==> src/emc_pkg.sv <==
// Package: register map, field positions, reset values for the mode config bank
package emc_pkg;
    // Indirect address width and data width
    localparam int unsigned ADDR_W = 7;
    localparam int unsigned DATA_W = 16;
    // Register offsets
    localparam logic [6:0] ADDR_PERIOD    = 7'h0a;
    localparam logic [6:0] ADDR_CFG_A     = 7'h0b;
    localparam logic [6:0] ADDR_CFG_B     = 7'h0c;
    localparam logic [6:0] ADDR_VAR_SCALE = 7'h25;
    localparam logic [6:0] ADDR_VA_SCALE  = 7'h26;
    localparam logic [6:0] ADDR_PA_NUM    = 7'h27;
    localparam logic [6:0] ADDR_PA_DEN    = 7'h28;
    localparam logic [6:0] ADDR_PB_NUM    = 7'h29;
    localparam logic [6:0] ADDR_PB_DEN    = 7'h2a;
    localparam logic [6:0] ADDR_RSV_0     = 7'h3b;
    localparam logic [6:0] ADDR_RSV_1     = 7'h3c;
    localparam logic [6:0] ADDR_CAL_MODE  = 7'h3d;
    localparam logic [6:0] ADDR_RSV_2     = 7'h3e;
    localparam logic [6:0] ADDR_RSV_3     = 7'h3f;
    // Reset values
    localparam logic [7:0]  RST_CFG_A = 8'h06;
    localparam logic [7:0]  RST_CFG_B = 8'h40;
    localparam logic [7:0]  RST_BYTE  = 8'h00;
    localparam logic [15:0] RST_NUM   = 16'h0000;
    localparam logic [15:0] RST_DEN   = 16'h003f;
    localparam logic [15:0] RST_RSV_1 = 16'h0300;
    localparam logic [15:0] RST_RSV   = 16'h0000;
    // Field positions in the first mode register
    localparam int unsigned A_SOFT_RST   = 7;
    localparam int unsigned A_ZX_BYPASS  = 6;
    localparam int unsigned A_INTEG      = 5;
    localparam int unsigned A_SWAP       = 4;
    localparam int unsigned A_ADC_POWER_DOWN      = 3;
    localparam int unsigned A_PB_DIS     = 2;
    localparam int unsigned A_PA_DIS     = 1;
    localparam int unsigned A_HPF_BYPASS = 0;
    // Field positions in the second mode register
    localparam int unsigned B_PB_SRC_HI  = 7;
    localparam int unsigned B_PB_SRC_LO  = 6;
    localparam int unsigned B_PA_SRC_HI  = 5;
    localparam int unsigned B_PA_SRC_LO  = 4;
    localparam int unsigned B_IRMS_SEL   = 3;
    localparam int unsigned B_ZX_RMS     = 2;
    localparam int unsigned B_FREQ_SEL   = 1;
    localparam int unsigned B_WAVE_EN    = 0;
    // Resolved pulse source quantities
    typedef enum logic [1:0] {
        EMC_SRC_ACTIVE   = 2'h0,
        EMC_SRC_REACTIVE = 2'h1,
        EMC_SRC_APPARENT = 2'h2,
        EMC_SRC_IRMS     = 2'h3
    } emc_src_t;
    // Bus cycle states
    typedef enum logic [2:0] {
        EMC_ST_IDLE  = 3'b001,
        EMC_ST_WRITE = 3'b010,
        EMC_ST_READ  = 3'b100
    } emc_state_t;
endpackage

==> src/emc_src_decode.sv <==
// Pulse output source decoder: maps a 2-bit select to a quantity
`timescale 1ns/1ps
module emc_src_decode
    import emc_pkg::*;
(
    // Select inputs
    input  wire logic [1:0] sel_i,
    input  wire logic       irms_sel_i,
    // Decoded quantity
    output emc_src_t        src_o
);
    // Code 1X picks apparent power or current rms per the shared bit
    assign src_o = sel_i[1] ? (irms_sel_i ? EMC_SRC_IRMS : EMC_SRC_APPARENT)
                 : (sel_i[0] ? EMC_SRC_REACTIVE : EMC_SRC_ACTIVE);
endmodule

==> src/emc_rd_mux.sv <==
// Read data selector for the mode config register bank
`timescale 1ns/1ps
module emc_rd_mux
    import emc_pkg::*;
(
    // Address and register contents
    input  wire logic [6:0]  addr_i,
    input  wire logic [7:0]  cfg_a_i,
    input  wire logic [7:0]  cfg_b_i,
    input  wire logic [7:0]  var_scale_i,
    input  wire logic [7:0]  va_scale_i,
    input  wire logic [15:0] pa_num_i,
    input  wire logic [15:0] pa_den_i,
    input  wire logic [15:0] pb_num_i,
    input  wire logic [15:0] pb_den_i,
    input  wire logic [7:0]  cal_mode_i,
    input  wire logic [15:0] rsv0_i,
    input  wire logic [15:0] rsv1_i,
    input  wire logic [15:0] rsv2_i,
    input  wire logic [15:0] rsv3_i,
    input  wire logic [15:0] period_i,
    // Selected data and hit flag
    output logic [15:0]      data_o,
    output logic             hit_o
);
    // Byte-wide registers read with zero in the upper byte
    always_comb begin
        data_o = 16'h0000;
        hit_o  = 1'b1;
        case (addr_i)
            ADDR_PERIOD:    data_o = period_i;
            ADDR_CFG_A:     data_o = {8'h00, cfg_a_i};
            ADDR_CFG_B:     data_o = {8'h00, cfg_b_i};
            ADDR_VAR_SCALE: data_o = {8'h00, var_scale_i};
            ADDR_VA_SCALE:  data_o = {8'h00, va_scale_i};
            ADDR_PA_NUM:    data_o = pa_num_i;
            ADDR_PA_DEN:    data_o = pa_den_i;
            ADDR_PB_NUM:    data_o = pb_num_i;
            ADDR_PB_DEN:    data_o = pb_den_i;
            ADDR_CAL_MODE:  data_o = {8'h00, cal_mode_i};
            ADDR_RSV_0:     data_o = rsv0_i;
            ADDR_RSV_1:     data_o = rsv1_i;
            ADDR_RSV_2:     data_o = rsv2_i;
            ADDR_RSV_3:     data_o = rsv3_i;
            default:        hit_o  = 1'b0;
        endcase
    end
endmodule

==> src/emc_mode_config.sv <==
// Mode configuration register bank of the metering core
// Operation
// - Soft reset bit restores all defaults except the address pointer
// - Bit 6 bypasses zero-cross low-pass filter
// - Bit 5 inserts current-path integrator
// - Bit 4 swaps the two ADC channels
// - Bit 3 powers down both ADCs
// - Bit 2 defaults set, disables pulse B
// - Bit 1 defaults set, disables pulse A
// - Bit 0 bypasses both high-pass filters
// - Bits 7:6 select pulse B source
// - Bits 5:4 select pulse A source
// - Bit 3 picks apparent or current rms
// - Bit 2 syncs rms updates to crossings
// - Bit 1 picks period or frequency result
// - Bit 0 enables waveform sampling, default clear
// - Pulse numerators reset zero, denominators 0x3f
// - Reactive, apparent scale registers, reset zero
// - Apparent accumulator takes rms when selected
`timescale 1ns/1ps
module emc_mode_config
    import emc_pkg::*;
(
    // Clock and reset
    input  wire logic              clk_i,
    input  wire logic              rst_i,
    // Indirect register port from the microcontroller
    input  wire logic [ADDR_W-1:0] ptr_wr_i,
    input  wire logic [ADDR_W-1:0] ptr_data_i,
    input  wire logic              wr_i,
    input  wire logic              rd_i,
    input  wire logic [DATA_W-1:0] wdata_i,
    output logic [DATA_W-1:0]      rdata_o,
    output logic                   rvalid_o,
    output logic                   rerr_o,
    output logic [ADDR_W-1:0]      ptr_o,
    // Line period and frequency measurements from the datapath
    input  wire logic [15:0]       line_period_i,
    input  wire logic [15:0]       line_freq_i,
    // Datapath controls from the first mode register
    output logic                   zero_cross_filter_bypass_o,
    output logic                   integrator_enable_o,
    output logic                   adc_channel_swap_o,
    output logic                   adc_power_down_o,
    output logic                   pulse_b_disable_o,
    output logic                   pulse_a_disable_o,
    output logic                   highpass_bypass_o,
    // Datapath controls from the second mode register, and the soft reset pulse from the first
    output emc_src_t               pulse_a_source_o,
    output emc_src_t               pulse_b_source_o,
    output logic                   apparent_accum_irms_o,
    output logic                   rms_zero_cross_sync_o,
    output logic                   waveform_sampling_enable_o,
    output logic                   soft_reset_pulse_o,
    // Scaling values
    output logic [7:0]             reactive_energy_scale_o,
    output logic [7:0]             apparent_energy_scale_o,
    output logic [15:0]            pulse_a_numerator_o,
    output logic [15:0]            pulse_a_denominator_o,
    output logic [15:0]            pulse_b_numerator_o,
    output logic [15:0]            pulse_b_denominator_o,
    output logic [7:0]             calibration_mode_select_o
);
    import emc_pkg::*;

    // Address pointer and bus state
    logic [ADDR_W-1:0] metering_address_pointer_r;
    emc_state_t        state_r;
    emc_state_t        state_nxt;

    // Register file
    logic [7:0]  measure_config_a_r;
    logic [7:0]  measure_config_b_r;
    logic [7:0]  reactive_energy_scale_r;
    logic [7:0]  apparent_energy_scale_r;
    logic [15:0] pulse_a_numerator_r;
    logic [15:0] pulse_a_denominator_r;
    logic [15:0] pulse_b_numerator_r;
    logic [15:0] pulse_b_denominator_r;
    logic [7:0]  calibration_mode_select_r;
    logic [15:0] reserved_r [4];

    // Output stage registers
    logic [DATA_W-1:0] rdata_r;
    logic              rvalid_r;
    logic              rerr_r;
    logic              soft_reset_r;
    emc_src_t          pa_src_r;
    emc_src_t          pb_src_r;

    // Decode wires
    wire logic        sel_cfg_a;
    wire logic        sel_cfg_b;
    wire logic        soft_rst_req;
    wire logic        any_rst;
    wire logic [15:0] rd_data;
    wire logic        rd_hit;
    wire logic [15:0] period_result;
    emc_src_t         pa_src;
    emc_src_t         pb_src;

    // Function: write strobe for a given register address
    function automatic logic wr_hit(input logic [6:0] a,
                                    input logic [6:0] ptr,
                                    input logic       we);
        wr_hit = we && (ptr == a);
    endfunction

    assign sel_cfg_a = wr_hit(ADDR_CFG_A, ptr_o, wr_i);
    assign sel_cfg_b = wr_hit(ADDR_CFG_B, ptr_o, wr_i);

    // soft reset request
    // Writing the bit is a command; the bank reloads, so the bit reads 0
    assign soft_rst_req = sel_cfg_a && wdata_i[A_SOFT_RST];
    assign any_rst      = rst_i || soft_rst_req;

    assign period_result = measure_config_b_r[B_FREQ_SEL] ? line_freq_i
                                                          : line_period_i;

    // Source decoders share the one rms select bit, so A and B can conflict
    // pulse A source
    emc_src_decode u_pa_dec (
        .sel_i      (measure_config_b_r[B_PA_SRC_HI:B_PA_SRC_LO]),
        .irms_sel_i (measure_config_b_r[B_IRMS_SEL]),
        .src_o      (pa_src)
    );
    emc_src_decode u_pb_dec (
        .sel_i      (measure_config_b_r[B_PB_SRC_HI:B_PB_SRC_LO]),
        .irms_sel_i (measure_config_b_r[B_IRMS_SEL]),
        .src_o      (pb_src)
    );

    // Read data mux
    emc_rd_mux u_rd_mux (
        .addr_i      (ptr_o),
        .cfg_a_i     (measure_config_a_r),
        .cfg_b_i     (measure_config_b_r),
        .var_scale_i (reactive_energy_scale_r),
        .va_scale_i  (apparent_energy_scale_r),
        .pa_num_i    (pulse_a_numerator_r),
        .pa_den_i    (pulse_a_denominator_r),
        .pb_num_i    (pulse_b_numerator_r),
        .pb_den_i    (pulse_b_denominator_r),
        .cal_mode_i  (calibration_mode_select_r),
        .rsv0_i      (reserved_r[0]),
        .rsv1_i      (reserved_r[1]),
        .rsv2_i      (reserved_r[2]),
        .rsv3_i      (reserved_r[3]),
        .period_i    (period_result),
        .data_o      (rd_data),
        .hit_o       (rd_hit)
    );

    // Bus state: record what kind of access happens this cycle
    always_comb begin
        case (state_r)
            EMC_ST_IDLE, EMC_ST_WRITE, EMC_ST_READ: begin
                if (wr_i) begin
                    state_nxt = EMC_ST_WRITE;
                end else if (rd_i) begin
                    state_nxt = EMC_ST_READ;
                end else begin
                    state_nxt = EMC_ST_IDLE;
                end
            end
            default: state_nxt = EMC_ST_IDLE;
        endcase
    end

    // State register
    always_ff @(posedge clk_i) begin
        if (rst_i) begin
            state_r <= EMC_ST_IDLE;
        end else begin
            state_r <= state_nxt;
        end
    end

    // pointer load
    // Pointer is the bus master's; soft reset of the bank leaves it alone
    always_ff @(posedge clk_i) begin
        if (rst_i) begin
            metering_address_pointer_r <= '0;
        end else if (|ptr_wr_i) begin
            metering_address_pointer_r <= ptr_data_i;
        end
    end

    // reset value sets both pulse disables
    always_ff @(posedge clk_i) begin
        if (any_rst) begin
            measure_config_a_r <= RST_CFG_A;
            measure_config_b_r <= RST_CFG_B;
        end else begin
            if (sel_cfg_a) begin
                measure_config_a_r <= wdata_i[7:0];
            end
            if (sel_cfg_b) begin
                measure_config_b_r <= wdata_i[7:0];
            end
        end
    end

    always_ff @(posedge clk_i) begin
        if (any_rst) begin
            reactive_energy_scale_r <= RST_BYTE;
            apparent_energy_scale_r <= RST_BYTE;
            calibration_mode_select_r <= RST_BYTE;
        end else begin
            if (wr_hit(ADDR_VAR_SCALE, ptr_o, wr_i)) begin
                reactive_energy_scale_r <= wdata_i[7:0];
            end
            if (wr_hit(ADDR_VA_SCALE, ptr_o, wr_i)) begin
                apparent_energy_scale_r <= wdata_i[7:0];
            end
            if (wr_hit(ADDR_CAL_MODE, ptr_o, wr_i)) begin
                calibration_mode_select_r <= wdata_i[7:0];
            end
        end
    end

    always_ff @(posedge clk_i) begin
        if (any_rst) begin
            pulse_a_numerator_r   <= RST_NUM;
            pulse_a_denominator_r <= RST_DEN;
            pulse_b_numerator_r   <= RST_NUM;
            pulse_b_denominator_r <= RST_DEN;
        end else begin
            if (wr_hit(ADDR_PA_NUM, ptr_o, wr_i)) begin
                pulse_a_numerator_r <= wdata_i;
            end
            if (wr_hit(ADDR_PA_DEN, ptr_o, wr_i)) begin
                pulse_a_denominator_r <= wdata_i;
            end
            if (wr_hit(ADDR_PB_NUM, ptr_o, wr_i)) begin
                pulse_b_numerator_r <= wdata_i;
            end
            if (wr_hit(ADDR_PB_DEN, ptr_o, wr_i)) begin
                pulse_b_denominator_r <= wdata_i;
            end
        end
    end

    // Reserved registers stay writable; software must keep defaults
    always_ff @(posedge clk_i) begin
        if (any_rst) begin
            reserved_r[0] <= RST_RSV;
            reserved_r[1] <= RST_RSV_1;
            reserved_r[2] <= RST_RSV;
            reserved_r[3] <= RST_RSV;
        end else begin
            if (wr_hit(ADDR_RSV_0, ptr_o, wr_i)) begin
                reserved_r[0] <= wdata_i;
            end
            if (wr_hit(ADDR_RSV_1, ptr_o, wr_i)) begin
                reserved_r[1] <= wdata_i;
            end
            if (wr_hit(ADDR_RSV_2, ptr_o, wr_i)) begin
                reserved_r[2] <= wdata_i;
            end
            if (wr_hit(ADDR_RSV_3, ptr_o, wr_i)) begin
                reserved_r[3] <= wdata_i;
            end
        end
    end

    // Read response: one cycle after rd_i when wr_i is low, unmapped reads flag an error
    always_ff @(posedge clk_i) begin
        if (rst_i) begin
            rdata_r  <= '0;
            rvalid_r <= 1'b0;
            rerr_r   <= 1'b0;
        end else begin
            rvalid_r <= rd_i && !wr_i;
            rerr_r   <= rd_i && !wr_i && !rd_hit;
            rdata_r  <= (rd_i && !wr_i && rd_hit) ? rd_data : '0;
        end
    end

    // Registered decoded sources and soft reset pulse
    always_ff @(posedge clk_i) begin
        if (rst_i) begin
            pa_src_r     <= EMC_SRC_ACTIVE;
            pb_src_r     <= EMC_SRC_REACTIVE;
            soft_reset_r <= 1'b0;
        end else begin
            pa_src_r     <= pa_src;
            pb_src_r     <= pb_src;
            soft_reset_r <= soft_rst_req;
        end
    end

    // Bus outputs
    assign rdata_o  = rdata_r;
    assign rvalid_o = rvalid_r;
    assign rerr_o   = rerr_r;
    assign ptr_o    = metering_address_pointer_r;

    assign zero_cross_filter_bypass_o = measure_config_a_r[A_ZX_BYPASS];
    assign integrator_enable_o = measure_config_a_r[A_INTEG];
    assign adc_channel_swap_o = measure_config_a_r[A_SWAP];
    assign adc_power_down_o = measure_config_a_r[A_ADC_POWER_DOWN];
    assign pulse_b_disable_o = measure_config_a_r[A_PB_DIS];
    assign pulse_a_disable_o = measure_config_a_r[A_PA_DIS];
    assign highpass_bypass_o = measure_config_a_r[A_HPF_BYPASS];

    assign pulse_a_source_o = pa_src_r;
    assign pulse_b_source_o = pb_src_r;
    assign apparent_accum_irms_o = measure_config_b_r[B_IRMS_SEL];
    assign rms_zero_cross_sync_o = measure_config_b_r[B_ZX_RMS];
    assign waveform_sampling_enable_o = measure_config_b_r[B_WAVE_EN];
    assign soft_reset_pulse_o = soft_reset_r;

    // Scaling outputs
    assign reactive_energy_scale_o   = reactive_energy_scale_r;
    assign apparent_energy_scale_o   = apparent_energy_scale_r;
    assign pulse_a_numerator_o       = pulse_a_numerator_r;
    assign pulse_a_denominator_o     = pulse_a_denominator_r;
    assign pulse_b_numerator_o       = pulse_b_numerator_r;
    assign pulse_b_denominator_o     = pulse_b_denominator_r;
    assign calibration_mode_select_o = calibration_mode_select_r;
endmodule

==> config.mk <==
export PLATFORM = sky130hd
export DESIGN_NAME = emc_mode_config
export DESIGN_NICKNAME = d
export VERILOG_FILES = /design/src/emc_pkg.sv /design/src/emc_src_decode.sv /design/src/emc_rd_mux.sv /design/src/emc_mode_config.sv
export SDC_FILE = /design/constraint.sdc
export NUM_CORES = 1
export LEC_CHECK = 0
export BUFFER_PORTS_ARGS = -buffer_cell sky130_fd_sc_hd__buf_2
export CORE_UTILIZATION = 35
export CTS_CLUSTER_SIZE = 30
export DETAILED_ROUTE_END_ITERATION = 12
export GPL_ROUTABILITY_DRIVEN = 0
export SETUP_SLACK_MARGIN = 0.1
export SLEW_MARGIN = 20
export SYNTH_ARGS = -nofsm -noshare
export SYNTH_HDL_FRONTEND = slang
export SYNTH_SLANG_ARGS = --single-unit
==> constraint.sdc <==
create_clock -name clk_i -period 6.5 [get_ports clk_i]
set_input_delay 1.95 -clock clk_i [delete_from_list [all_inputs] [get_ports clk_i]]
set_output_delay 1.95 -clock clk_i [all_outputs]
set_load 0.005 [all_outputs]
==> results.toml <==
[run_status]
status = "completed"

[routing]
avgRoutedWirePerCell_um = 21.5
routed_via_density = 5.42
routed_wl_mm = 30.3
vias = 7625
drt_iter0_drc = 784
route.detailed.drc = 0
ant_nets = 0
drtPass1Iterations = 5

[yosys]
synth_area_leader_cell = "dfxtp_1"
yosysWarningCount = 0
syn_area_sq_um = 8820
synth_seq_cells = 198
ys_seq_area_share_pct = 52.2
synth_flop_cell = "dfxtp_1"
syn-num-nets = 992
ys_types = 53
ys_top_cells_by_area = "dfxtp_1 (30%), edfxtp_1 (22%), mux2i_1 (7.9%)"
synthCells = 926
async_flop_share_pct = 0
synth_edf_count = 64
syn_avg_cell_area_sq_um = 9.52
yosysTopAreaCellShare_pct = 30.4

[sta]
setup-tns-final_ns = 0
fmax_ghz = 0.269
rsz0062_at_grt = "false"
maxSlewHeadroom_pct = 27.8
post-route-period-util_pct = 57.1
worstMarginPinSlew_ns = 1.08
setup_viol = 0
fin_crit_ns = 3.71
hold_viol_final = 0
skew_ns = 0.00787
drv_slew = 0
fin_hold_ws_ns = 0.472

[grt]
grtUsageMet2_pct = 35.7
grtUsageMet1_pct = 31.9
grt.busiest_layer = "met2"
antenna_found_initial = 0
grt_max_degree = 89
grt_pass1_wl_mm = 44.6
met3_usage_pct = 5.06
overflow = 0
first_global_vias = 7173
grtUsageTotal_pct = 23.2

[floorplan]
top_level_ports = 194
core_region_area_sq_um = 24500
die_x_um = 161
start_util_pct = 35.9
fp.dieArea_sq_um = 25800
rows = 57
die_h_um = 161

[clock_network]
hold_buffers = 0
cts_tree = "yes"
numCtsBuffers = 17
h-tree-depth = 4
clk_pin_slew_ns = 0.07
cts_buffer_depth = 2
cts_setup_buffers = 0
insertion_delay_ns = 0.44
cts_root_buf = "clkbuf_16"
cts_sinks = 198
cts_resized = 0

[critical_path]
start_kind = "input pin"
critPathArrivalTime_ns = 3.78
cp_max_fo = 31
required_ns = 6.57
path_cells = "buf_2 -> and3_1 -> a21oi_2 -> buf_4 -> nand2_1"
crit_path_top_delay_cell = "nand2_1"
end_kind = "flop"
critPathMaxStageDelay_ns = 0.57
r2r_cells = 7
critPathKind = "in2reg"

[finish]
area_growth_pct = 18.7
stdcell_area_sq_um = 10500
diodes = 0
fin_nets = 1137
drive_gt1_share_pct = 24.1

[placed_design]
io_buffers = 193
placed_cell_area_sq_um = 9920
hpwlAfterDp_mm = 20.8

[power_and_ir_drop]
leakagePower_nw = 4.30
power_density_nw_per_um2 = 234
vdd_drop_max_mv = 0.150

[job]
max-cap-violations = 0

[worst_hold_path]
hold_class = "reg2reg"
hold-path-cell-count = 2
==> logic make-up (layout without fill, tap and decap cells) <==
family          after synthesis  in the layout  share of synthesized area (%)
mux                          86             86                           10.1
flops                       198            198                           52.2
buf+inv                      75            233                           3.87
simple gates                396            396                           21.5
compound gates              171            171                           12.3
==> per-stage QoR <==
stage                     setup WS (ns)  std cells  total power [mW]  utilization [%]
after floorplan                    2.90        926              1.40                -
after detailed placement           2.35       1376              1.47             40.4
after global placement             2.44       1376              1.47             40.4
after CTS                          2.82       1408              2.46             42.7
final                              2.79       1408              2.45             42.7
after global routing               2.64       1408              2.52             42.7
==> cell usage in the layout, fill, tap and decap left out, drive strengths merged, types with 2 or more instances in the layout <==
cell type and n:
buf 201, clkinvlp 4, clkinv 7, a21oi 75, and2 68, a32o 3, o21ai 18, mux2i 70
a22o 5, nor4b 3, nor3b 4, dfxtp 134, nand3b 4, edfxtp 64, o22ai 7, nor3 8
a211oi 2, nor4 2, a32oi 4, nor2 74, and3 14, a21o 3, a31oi 7, inv 4
a221oi 13, nand3 43, nand2b 6, o221ai 2, mux2 15, a22oi 27, clkbuf 17, nor2b 12
nand2 154
==> synthesized netlist by cell type, types with 3 or more instances <==
cell type / number
a22oi_1: 27
nand3_1: 42
nor2_1: 73
a21oi_1: 74
dfxtp_1: 134
mux2_2: 15
clkbuf_2: 5
a22o_1: 5
mux2i_1: 70
nand2b_1: 6
and3_1: 13
a32oi_1: 4
nand2_1: 153
buf_2: 22
buf_4: 3
nand3b_1: 4
nor2b_1: 12
o21ai_0: 18
buf_1: 3
a221oi_1: 13
and2_1: 66
o22ai_1: 7
a31oi_1: 7
nor3_1: 7
clkbuf_1: 40
a32o_1: 3
nor3b_1: 3
edfxtp_1: 64
a21o_1: 3
nor4b_1: 3
==> per-layer routing <==
| metal | up-vias | share of wire (%) |
|---|---|---|
| met1 | 3662 | 44 |
| li1 | 3552 | - |
| met3 | 39 | 9.0 |
| met4 | 0 | 2.1 |
| met5 | - | 0 |
| met2 | 372 | 45 |
==> flip-flops by register name (all words and copies together) (netlist names), 8 cells and up <==
name and cells:
rdata_o 16, measure_config_b_r 8, calibration_mode_select_o 8, pulse_b_denominator_o 16, reactive_energy_scale_o 8, reserved_r 64
pulse_a_denominator_o 16, pulse_a_numerator_o 16, measure_config_a_r 8, apparent_energy_scale_o 8, pulse_b_numerator_o 16
==> final cells by class <==
type	instances	area, sq um
repair buffers	201	1030
clock inverters	15	124
clock buffers	17	425
multi-input cells	653	3880
flip-flops and latches	198	4610
fillers	2428	14100
well taps	324	405
==> path summary, 6_finish.rpt <==
| kind | slack (ns) | startpoint | to |
|---|---|---|---|
| max | 2.79 | wr_i | reserved_r[3][3] |
| min reg2reg | 0.47 | pulse_b_denominator_o[12] | pulse_b_denominator_o[12] |
| min | 0.47 | pulse_b_denominator_o[12] | pulse_b_denominator_o[12] |
| max reg2reg | 3.30 | ptr_o[1] | rdata_o[4] |
==> where the power goes <==
group | internal (mW) | switching [mW]
clock | 0.499 | 0.511
sequential | 1.29 | 0.0129
combinational | 0.0430 | 0.100
total | 1.83 | 0.624
==> critical path, delay by kind of cell <==
family / cells / cell delay, ns
and+or+nand+nor: 2 / 1.02
buffers and inverters: 2 / 0.68
AOI/OAI and AO/OA: 1 / 0.10
No activity file was read; power rests on OpenSTA's default activity.
